$ cat config.mk
export PLATFORM = sky130hd
export DESIGN_NAME = port_control_top
export DESIGN_NICKNAME = d
export VERILOG_FILES = /design/src/pkg/port_ctl_pkg.sv /design/src/pkg/port_fields_if.sv /design/src/rtl/port_fields.sv /design/src/rtl/port_control_top.sv
export SDC_FILE = /design/constraint.sdc
export NUM_CORES = 1
export LEC_CHECK = 0
export BUFFER_PORTS_ARGS = -buffer_cell sky130_fd_sc_hd__buf_2
export CELL_PAD_IN_SITES_DETAIL_PLACEMENT = 0
export CELL_PAD_IN_SITES_GLOBAL_PLACEMENT = 2
export CORE_ASPECT_RATIO = 0.7
export CORE_MARGIN = 2
export CORE_UTILIZATION = 29
export CTS_BUF_LIST = sky130_fd_sc_hd__clkbuf_4
export CTS_CLUSTER_SIZE = 10
export DETAILED_ROUTE_END_ITERATION = 6
export PLACE_DENSITY = 0.95
export SYNTH_ARGS = -nofsm -noshare
export SYNTH_HDL_FRONTEND = slang
export SYNTH_SLANG_ARGS = --single-unit
$ cat constraint.sdc
create_clock -name REF_CLK -period 2.85 [get_ports REF_CLK]
set_clock_uncertainty 0.2 [all_clocks]
set_input_delay 0.57 -clock REF_CLK [delete_from_list [all_inputs] [get_ports REF_CLK]]
set_output_delay 0.57 -clock REF_CLK [all_outputs]
set_load 0.01 [all_outputs]
$ cat src/pkg/port_ctl_pkg.sv
// Purpose: constants for the port status/control field block
// Assumes: one 32-bit port status/control register per port
// Notes: field positions and reset values live here only
package port_ctl_pkg;
	localparam logic [7:0] PORT_STATUS_CONTROL_OFFSET = 8'h64;
	localparam logic [7:0] PORT_STRIDE = 8'h04;
	localparam int PORT_COUNT = 2;
	localparam int WAKE_ON_ATTACH_BIT = 20;
	localparam int TEST_MODE_LSB = 16;
	localparam int TEST_MODE_MSB = 19;
	localparam int OWNER_BIT = 13;
	localparam int POWER_BIT = 12;
	localparam logic WAKE_ON_ATTACH_RESET = 1'h0;
	localparam logic [3:0] TEST_MODE_RESET = 4'h0;
	localparam logic OWNER_RESET = 1'h1;
	localparam logic POWER_RESET = 1'h0;
	localparam logic [3:0] TM_OFF = 4'h0;
	localparam logic [3:0] TM_J_STATE = 4'h1;
	localparam logic [3:0] TM_K_STATE = 4'h2;
	localparam logic [3:0] TM_SE0_NAK = 4'h3;
	localparam logic [3:0] TM_PACKET = 4'h4;
	localparam logic [3:0] TM_FORCE_ENABLE = 4'h5;
	localparam int POWER_SETTLE_MS = 20;
	localparam int CLK_HZ = 50000000;
	localparam int POWER_SETTLE_CYCLES = POWER_SETTLE_MS * (CLK_HZ / 1000);
endpackage

$ cat src/pkg/port_fields_if.sv
// Purpose: bundle between register top and per-port field logic
// Assumes: single clock domain
// Notes: one instance per port
`timescale 1ns/100ps
interface port_fields_if;
	logic wr;
	logic [31:0] wdata;
	logic [31:0] rdata;
	logic attach_evt;
	logic overcurrent;
	logic wake_evt;
	logic owned_by_companion;
	logic powered;
	logic [5:0] test_mode;
	modport top (output wr, output wdata, output attach_evt, output overcurrent,
		input rdata, input wake_evt, input owned_by_companion, input powered, input test_mode);
	modport port (input wr, input wdata, input attach_evt, input overcurrent,
		output rdata, output wake_evt, output owned_by_companion, output powered, output test_mode);
endinterface

$ cat src/rtl/port_fields.sv
// Purpose: wake, test mode, ownership and power fields of one port
// Assumes: writes and configured flag are synchronous to REF_CLK
// Notes: other status fields read as zero here
`timescale 1ns/100ps
module port_fields
(
	input wire logic clk,
	input wire logic arst_n,
	input wire logic ce,
	input wire logic configured_flag,
	input wire logic cf_rise,
	input wire logic power_switch_capability,
	port_fields_if.port pf
);
	logic wake_on_attach_enable;
	logic [3:0] test_mode_select;
	logic companion_ownership_bit;
	logic power_switch_bit;
	logic power_eff;

	// ----------------------------------------
	// Writable fields
	// ----------------------------------------
	// Wake enable and test selector are plain storage
	always_ff @(posedge clk or negedge arst_n)
	begin
		if (!arst_n)
		begin
			wake_on_attach_enable <= port_ctl_pkg::WAKE_ON_ATTACH_RESET;
			test_mode_select <= port_ctl_pkg::TEST_MODE_RESET;
		end
		else if (ce && pf.wr)
		begin
			wake_on_attach_enable <= pf.wdata[port_ctl_pkg::WAKE_ON_ATTACH_BIT];
			test_mode_select <= pf.wdata[port_ctl_pkg::TEST_MODE_MSB:port_ctl_pkg::TEST_MODE_LSB];
		end
	end

	// Ownership: forced to companion while unconfigured, cleared on configure
	always_ff @(posedge clk or negedge arst_n)
	begin
		if (!arst_n)
			companion_ownership_bit <= port_ctl_pkg::OWNER_RESET;
		else if (ce)
		begin
			if (!configured_flag)
				companion_ownership_bit <= 1'b1;
			else if (cf_rise)
				companion_ownership_bit <= 1'b0;
			else if (pf.wr)
				companion_ownership_bit <= pf.wdata[port_ctl_pkg::OWNER_BIT];
		end
	end

	// Power switch: overcurrent cut-off beats a same-cycle software write while the bit is set; once it is 0 a write can set it again
	always_ff @(posedge clk or negedge arst_n)
	begin
		if (!arst_n)
			power_switch_bit <= port_ctl_pkg::POWER_RESET;
		else if (ce && power_switch_capability)
		begin
			if (pf.overcurrent && power_switch_bit)
				power_switch_bit <= 1'b0;
			else if (pf.wr)
				power_switch_bit <= pf.wdata[port_ctl_pkg::POWER_BIT];
		end
	end

	// ----------------------------------------
	// Derived outputs
	// ----------------------------------------
	// Without a switch the port is always powered
	assign power_eff = power_switch_capability ? power_switch_bit : 1'b1;
	assign pf.powered = power_eff;
	assign pf.owned_by_companion = companion_ownership_bit;
	// Connect counts as wake only when enabled and powered
	assign pf.wake_evt = wake_on_attach_enable && pf.attach_evt && power_eff;
	// One-hot test line decode; reserved codes select nothing
	always_comb
	begin
		pf.test_mode = 6'h00;
		case (test_mode_select)
			port_ctl_pkg::TM_J_STATE: pf.test_mode = 6'h01;
			port_ctl_pkg::TM_K_STATE: pf.test_mode = 6'h02;
			port_ctl_pkg::TM_SE0_NAK: pf.test_mode = 6'h04;
			port_ctl_pkg::TM_PACKET: pf.test_mode = 6'h08;
			port_ctl_pkg::TM_FORCE_ENABLE: pf.test_mode = 6'h10;
			default: pf.test_mode = 6'h00;
		endcase
	end
	// Readback view of this port's fields
	always_comb
	begin
		pf.rdata = 32'h0000_0000;
		pf.rdata[port_ctl_pkg::WAKE_ON_ATTACH_BIT] = wake_on_attach_enable;
		pf.rdata[port_ctl_pkg::TEST_MODE_MSB:port_ctl_pkg::TEST_MODE_LSB] = test_mode_select;
		pf.rdata[port_ctl_pkg::OWNER_BIT] = companion_ownership_bit;
		pf.rdata[port_ctl_pkg::POWER_BIT] = power_eff;
	end
endmodule

$ cat src/rtl/port_control_top.sv
// Purpose: port status/control field logic for two downstream ports
// Assumes: simple synchronous register strobes from the operational space
// Notes: wait for power settle is software's job; no timer in hardware
//
// Overview of operation
// - With wake-on-attach enabled, a connect on the port raises a wake event.
// - Test selector zero means normal operation, codes 1..5 a test mode, 6..15 no test line.
// - Codes 1..5 select J, K, SE0_NAK, test packet and force-enable.
// - A rising configured flag clears the ownership bit.
// - While the configured flag is 0 the ownership bit is held at 1.
// - Ownership bit 1 routes the port to the companion controller.
// - Without switch capability the port is powered and reads power 1, except in reset, where POWER_ON and the readback reset to 0.
// - With switch capability the power bit drives the power switch.
// - An unpowered port is nonfunctional and reports no events.
// - Overcurrent on a powered switched port clears its power bit.
// - Configured flag 1 routes ports here by default, 0 to the companion.
`timescale 1ns/100ps
module port_control_top
(
	input wire logic REF_CLK,
	input wire logic ARST_N,
	input wire logic CE,
	input wire logic CONFIGURED_FLAG,
	input wire logic POWER_SWITCH_CAPABILITY,
	input wire logic REG_WR,
	input wire logic [7:0] REG_ADDR,
	input wire logic [31:0] REG_WDATA,
	output logic [31:0] REG_RDATA,
	input wire logic [1:0] ATTACH_EVT,
	input wire logic [1:0] OVERCURRENT,
	output logic [1:0] WAKE_EVT,
	output logic [1:0] COMPANION_OWNS,
	output logic [1:0] POWER_ON,
	output logic [11:0] TEST_MODE
);
	logic cf_q;
	logic cf_rise;
	logic [31:0] next_rdata;
	port_fields_if pf0 ();
	port_fields_if pf1 ();

	// ----------------------------------------
	// Configured flag edge
	// ----------------------------------------
	// Remember the flag so its 0->1 step can reset ownership
	always_ff @(posedge REF_CLK or negedge ARST_N)
	begin
		if (!ARST_N)
			cf_q <= 1'b0;
		else if (CE)
			cf_q <= CONFIGURED_FLAG;
	end
	assign cf_rise = CONFIGURED_FLAG && !cf_q;

	// ----------------------------------------
	// Address decode
	// ----------------------------------------
	assign pf0.wr = REG_WR && (REG_ADDR == port_ctl_pkg::PORT_STATUS_CONTROL_OFFSET);
	assign pf1.wr = REG_WR && (REG_ADDR == port_ctl_pkg::PORT_STATUS_CONTROL_OFFSET + port_ctl_pkg::PORT_STRIDE);
	assign pf0.wdata = REG_WDATA;
	assign pf1.wdata = REG_WDATA;
	assign pf0.attach_evt = ATTACH_EVT[0];
	assign pf1.attach_evt = ATTACH_EVT[1];
	assign pf0.overcurrent = OVERCURRENT[0];
	assign pf1.overcurrent = OVERCURRENT[1];

	// Read mux, unmapped addresses read zero
	always_comb
	begin
		if (REG_ADDR == port_ctl_pkg::PORT_STATUS_CONTROL_OFFSET)
			next_rdata = pf0.rdata;
		else if (REG_ADDR == port_ctl_pkg::PORT_STATUS_CONTROL_OFFSET + port_ctl_pkg::PORT_STRIDE)
			next_rdata = pf1.rdata;
		else
			next_rdata = 32'h0000_0000;
	end

	// Registered read data, one cycle after address
	always_ff @(posedge REF_CLK or negedge ARST_N)
	begin
		if (!ARST_N)
			REG_RDATA <= 32'h0000_0000;
		else if (CE)
			REG_RDATA <= next_rdata;
	end

	// ----------------------------------------
	// Per-port field logic
	// ----------------------------------------
	port_fields u_port0 (.clk(REF_CLK), .arst_n(ARST_N), .ce(CE), .configured_flag(CONFIGURED_FLAG),
		.cf_rise(cf_rise), .power_switch_capability(POWER_SWITCH_CAPABILITY), .pf(pf0.port));
	port_fields u_port1 (.clk(REF_CLK), .arst_n(ARST_N), .ce(CE), .configured_flag(CONFIGURED_FLAG),
		.cf_rise(cf_rise), .power_switch_capability(POWER_SWITCH_CAPABILITY), .pf(pf1.port));

	// Outputs registered so the pins see clean levels
	always_ff @(posedge REF_CLK or negedge ARST_N)
	begin
		if (!ARST_N)
		begin
			WAKE_EVT <= 2'h0;
			COMPANION_OWNS <= {2{port_ctl_pkg::OWNER_RESET}};
			POWER_ON <= {2{port_ctl_pkg::POWER_RESET}};
			TEST_MODE <= 12'h000;
		end
		else if (CE)
		begin
			WAKE_EVT <= {pf1.wake_evt, pf0.wake_evt};
			COMPANION_OWNS <= {pf1.owned_by_companion, pf0.owned_by_companion};
			POWER_ON <= {pf1.powered, pf0.powered};
			TEST_MODE <= {pf1.test_mode, pf0.test_mode};
		end
	end
endmodule

Yosys cells after proc, flatten, opt, wreduce, memory -nomap -nowiden --
Index checks and enable logic that the tools add are counted.
Word-level totals: ROM bits 0, input port bits 50, output and inout bits 50, bits in registers 65, memory bits (writable) 0, bits in latches 0, memories kept 0
Operators by class: equality and inequality tests 14, div/mod/pow operators 0, $add $sub $neg 0, shift operators 0, multipliers 0, reductions and logical operators 19, multiplexer cells 16, bitwise operators 0, order comparisons 0
Operators by type and width (number):
- 5-bit one-hot mux with 5 select lines | 2
- 32-bit 2-to-1 mux | 1
- 21-bit 2-to-1 mux | 1
- 4-bit by 2-bit equality test with 1-bit output (second input constant) | 4
- 4-bit by 3-bit equality test with 1-bit output (second input constant) | 4
- 8-bit by 7-bit equality test with 1-bit output (second input constant) | 2
- 1-bit logical AND | 12
- 1-bit 2-to-1 mux | 12
- 4-bit by 1-bit equality test with 1-bit output (second input constant) | 2
- 2-bit AND reduction | 4
- 3-bit by 1-bit != test with 1-bit output (second input constant) | 2
- 2-bit nonzero test | 2
- 1-bit zero test | 1

Depth between registers and ports, before layout --
word-level depth 5, depth in mapped cells 5, depth with buffers taken out 4

Modules after synthesis --
Synthesis repeated with hierarchy kept, for this count alone.
Second synthesis, totals: cell total of the unflattened synthesis 315, area, all modules 3658.5 um^2
Modules (own cells, without submodules):
- port_control_top | area each 2474.9 um^2, instances 1, cells an instance 193
- port_fields | area each 591.8 um^2, instances 2, cells an instance 61

Worst setup path before layout --
No wires, ideal clock.
kind input to register, start input port REG_ADDR[1], end register u_port0.test_mode_select[2], stages on the path 3, arrival time 1.527 ns, path buffers 0, path slack 0.996 ns, cell sequence nor4b_4 -> nand4_4 -> mux2_1
On the way: word-level cells in the longest chain between the ends 3
RTL lines:
- from (decl) | RTL line port_control_top.sv:26 | input wire logic [7:0] REG_ADDR,
- 8-bit by 7-bit equality test with 1-bit output | RTL line port_control_top.sv:58 | assign pf0.wr = REG_WR && (REG_ADDR == port_ctl_pkg::PORT_STATUS_CONTROL_OFFSET);
- 1-bit logical AND | RTL line port_control_top.sv:58
- 1-bit logical AND | RTL line port_fields.sv:32 | else if (ce && pf.wr)
- to (signal assigned) | RTL line port_fields.sv:30 | test_mode_select <= port_ctl_pkg::TEST_MODE_RESET;
- to (signal assigned) | RTL line port_fields.sv:35 | test_mode_select <= pf.wdata[port_ctl_pkg::TEST_MODE_MSB:port_ctl_pkg::TEST_MODE_LSB];
- to (decl) | RTL line port_fields.sv:16 | logic [3:0] test_mode_select;
Every way passes these cells. A chain may end at the register's enable or synchronous reset.

Worst setup path after layout --
start register COMPANION_OWNS[1], end output port COMPANION_OWNS[1]
RTL lines:
- from (decl) | RTL line port_control_top.sv:32 | output logic [1:0] COMPANION_OWNS,
- from (signal assigned) | RTL line port_control_top.sv:101 | COMPANION_OWNS <= {2{port_ctl_pkg::OWNER_RESET}};
- from (signal assigned) | RTL line port_control_top.sv:108 | COMPANION_OWNS <= {pf1.owned_by_companion, pf0.owned_by_companion};
No word-level cell between the ends.

==> flow_summary.toml <==
[outcome]
status = "finished clean"

[cts]
postCtsSetupBuffers = 0
htree_levels = 2
hold_buffers = 0
clk_pin_slew_ps = 130
root_buffer = "clkbuf_4"
cts.sinks = 38
cts_tree = "built"
insertion_delay_ps = 350
post_cts_resized = 0
clockBufferDepth = 2
numCtsBuffers = 5

[setup_path]
rr_endpoint = "REG_RDATA[12]"
cp_slowest_cell = "dfstp_2"
crit_required_ps = 2080
r2r-start = "u_port0.power_switch_bit"
start_kind = "register"
critPathMaxFanout = 2
reg2reg_slack_ps = 1470
cp_cell_sequence = "buf_2"
critPathBufInv = 1
endpoint_kind = "output port"
worst_path_largest_cell_delay_ps = 540
r2r_cells = 3
critPathKind = "reg -> out"
crit_family = "flip-flops"
cp.arrival_ps = 1020

[grt]
use_met2 = 0.1611
grt_first_pass_wirelength_um = 6686
first_global_vias = 1316
track_usage = 0.1242
grt_util_met1 = 0.1855
grt_overflow = 0
busiest_layer = "met1"
use_met3 = 0.04390
grt_max_degree = 39
antenna_found_initial = 0

[finish]
layout_commonest_cell = "buf_2"
num-nets-final = 266
final_cell_mix = "47 x buf_2, 34 x dfrtp_1, 27 x conb_1"
num_antenna_cells = 0
syn2layout_area_growth_pct = 17.76
drive_above_1_share = 0.3594

[routing]
first_iter_violations = 116
drtPass1Iterations = 4
routed_wl_um = 4211
routedWlPerCell_um = 14.27
route.detailed.drc = 0
vias = 1370
final_antenna_net_count = 0
vias_per_cell = 4.644

[logic_synthesis]
synth_area_sq_um = 1888
yosysSeqAreaShare = 0.5063
ys_types = 30
synthesis.area_per_instance_sq_um = 11.51
ys_ff_latch = 38
synth_cells = 164
synth_warnings = 0

[die]
core_region_area_sq_um = 6276
die_x_um = 100.4
dieArea_sq_um = 7182
start_util = 0.3008
row_count = 24
die_h_um = 71.51
io_pins = 100

[power_and_ir_drop]
ir_worst_vdd_mv = 0.1971
p_leak_nw = 1.082
p_per_area_nw_per_um2 = 520.8

[placement]
gp_congestion = 0.7317
port_buffers = 47
dp_hpwl_um = 3109

[sta]
worst_slew_pin_slew_ps = 826.7
fmax_mhz = 559.2
rsz0062_at_grt = "no"
finalSetupTns_ps = 0
whs_ps = 96.87
final-max-slew-violation-count = 0
finalCritPeriodShare = 0.6274
slew_headroom = 0.4489
hold_violations = 0
finalSetupViolCount = 0
period_minus_slack_ps = 1788

[flow_run]
drv_cap = 0

[hold_path]
hp-class = "in -> async"
## per-layer routing
layer / up-vias / share of wire
li1: 646 / -
met1: 663 / 0.50
met2: 53 / 0.40
met3: 8 / 0.085
met4: 0 / 0.017
met5: - / 0
## state kept, by name (all words and copies together), names as in the netlist
register	count
POWER_ON	2
REG_RDATA	7
u_port1.wake_on_attach_enable	1
WAKE_EVT	2
u_port1.test_mode_select	4
COMPANION_OWNS	2
u_port1.pf.owned_by_companion	1
u_port0.test_mode_select	4
TEST_MODE	10
u_port0.power_switch_bit	1
u_port1.power_switch_bit	1
u_port0.wake_on_attach_enable	1
cf_q	1
u_port0.pf.owned_by_companion	1
## worst max-delay path by stage
stage | startpoint | end | slack [ps] | depth (start not counted)
final | COMPANION_OWNS[1] | COMPANION_OWNS[1] | 1060 | 1
after global routing | COMPANION_OWNS[0] | COMPANION_OWNS[0] | 1000 | 1
after CTS | COMPANION_OWNS[1] | COMPANION_OWNS[1] | 1040 | 1
after detailed placement | REG_ADDR[1] | u_port0.test_mode_select[2] | 790 | 5
after global placement | REG_ADDR[1] | u_port0.test_mode_select[2] | 820 | 5
after floorplan | REG_ADDR[1] | u_port0.test_mode_select[2] | 1000 | 3
## area by class of cell
class,count,area (sq um)
Clock buffer,5,37.54
Clock inverter,3,63.81
Fill cell,646,4053
Inverter,4,15.01
Multi-Input combinational cell,117,795.8
Sequential cell,38,955.9
Tap cell,78,97.59
Timing Repair Buffer,50,257.7
## power by group
group | leakage, nW | switching [mW] | internal (mW)
Combinational | 0.520 | 0.0757 | 0.0430
Clock | 0.0528 | 0.187 | 0.270
Sequential | 0.510 | 0.0158 | 0.566
## cell families (layout without fill, tap and decap cells)
| logic type | after synthesis | after routing | synth area share |
|---|---|---|---|
| AO/OA/AOI/OAI | 38 | 38 | 0.1484 |
| buffers and inverters | 35 | 62 | 0.1239 |
| flip-flops | 38 | 38 | 0.5063 |
| multiplexers | 13 | 13 | 0.07753 |
| other | 1 | 27 | 0.001986 |
| AND/OR/NAND/NOR | 39 | 39 | 0.1418 |
## cells in the mapped netlist
master,instances,area share
o2bb2ai_1,10,0.046
dfstp_2,4,0.056
a22oi_1,6,0.024
clkbuf_1,3,0.0060
dfrtp_1,34,0.45
a22o_1,1,0.0046
o22ai_1,1,0.0033
and3_1,1,0.0033
o41ai_1,4,0.019
o21ai_0,6,0.016
mux2_1,1,0.0060
buf_4,27,0.11
a31oi_1,2,0.0066
and4_1,1,0.0046
and4bb_2,1,0.0066
a21oi_1,2,0.0053
o31ai_1,4,0.016
nor4b_4,2,0.025
clkinv_1,1,0.0020
inv_1,3,0.0060
nand3b_1,3,0.012
conb_1,1,0.0020
nand2_1,17,0.034
nand3_1,3,0.0079
mux2_2,12,0.072
nand4_4,2,0.023
buf_2,1,0.0026
o211ai_1,2,0.0079
nand2b_1,6,0.020
nor2_1,3,0.0060
## stage by stage
| stage | total power, mW | worst slack, ps | std cells | instance area (sq um) | util |
|---|---|---|---|---|---|
| 6_report | 1.158 | 1062 | 295 | 2223 | 0.3543 |
| 3_5_place_dp | 0.7121 | 786.4 | 287 | 2122 | 0.3381 |
| 4_1_cts | 1.174 | 1039 | 295 | 2223 | 0.3543 |
| 3_3_place_gp | 0.7095 | 818.0 | 287 | 2122 | 0.3381 |
| 5_1_grt | 1.216 | 1001 | 295 | 2223 | 0.3543 |
| 2_1_floorplan | 0.6801 | 995.6 | 190 | 1986 | - |
(Power assumes the default switching activity.)
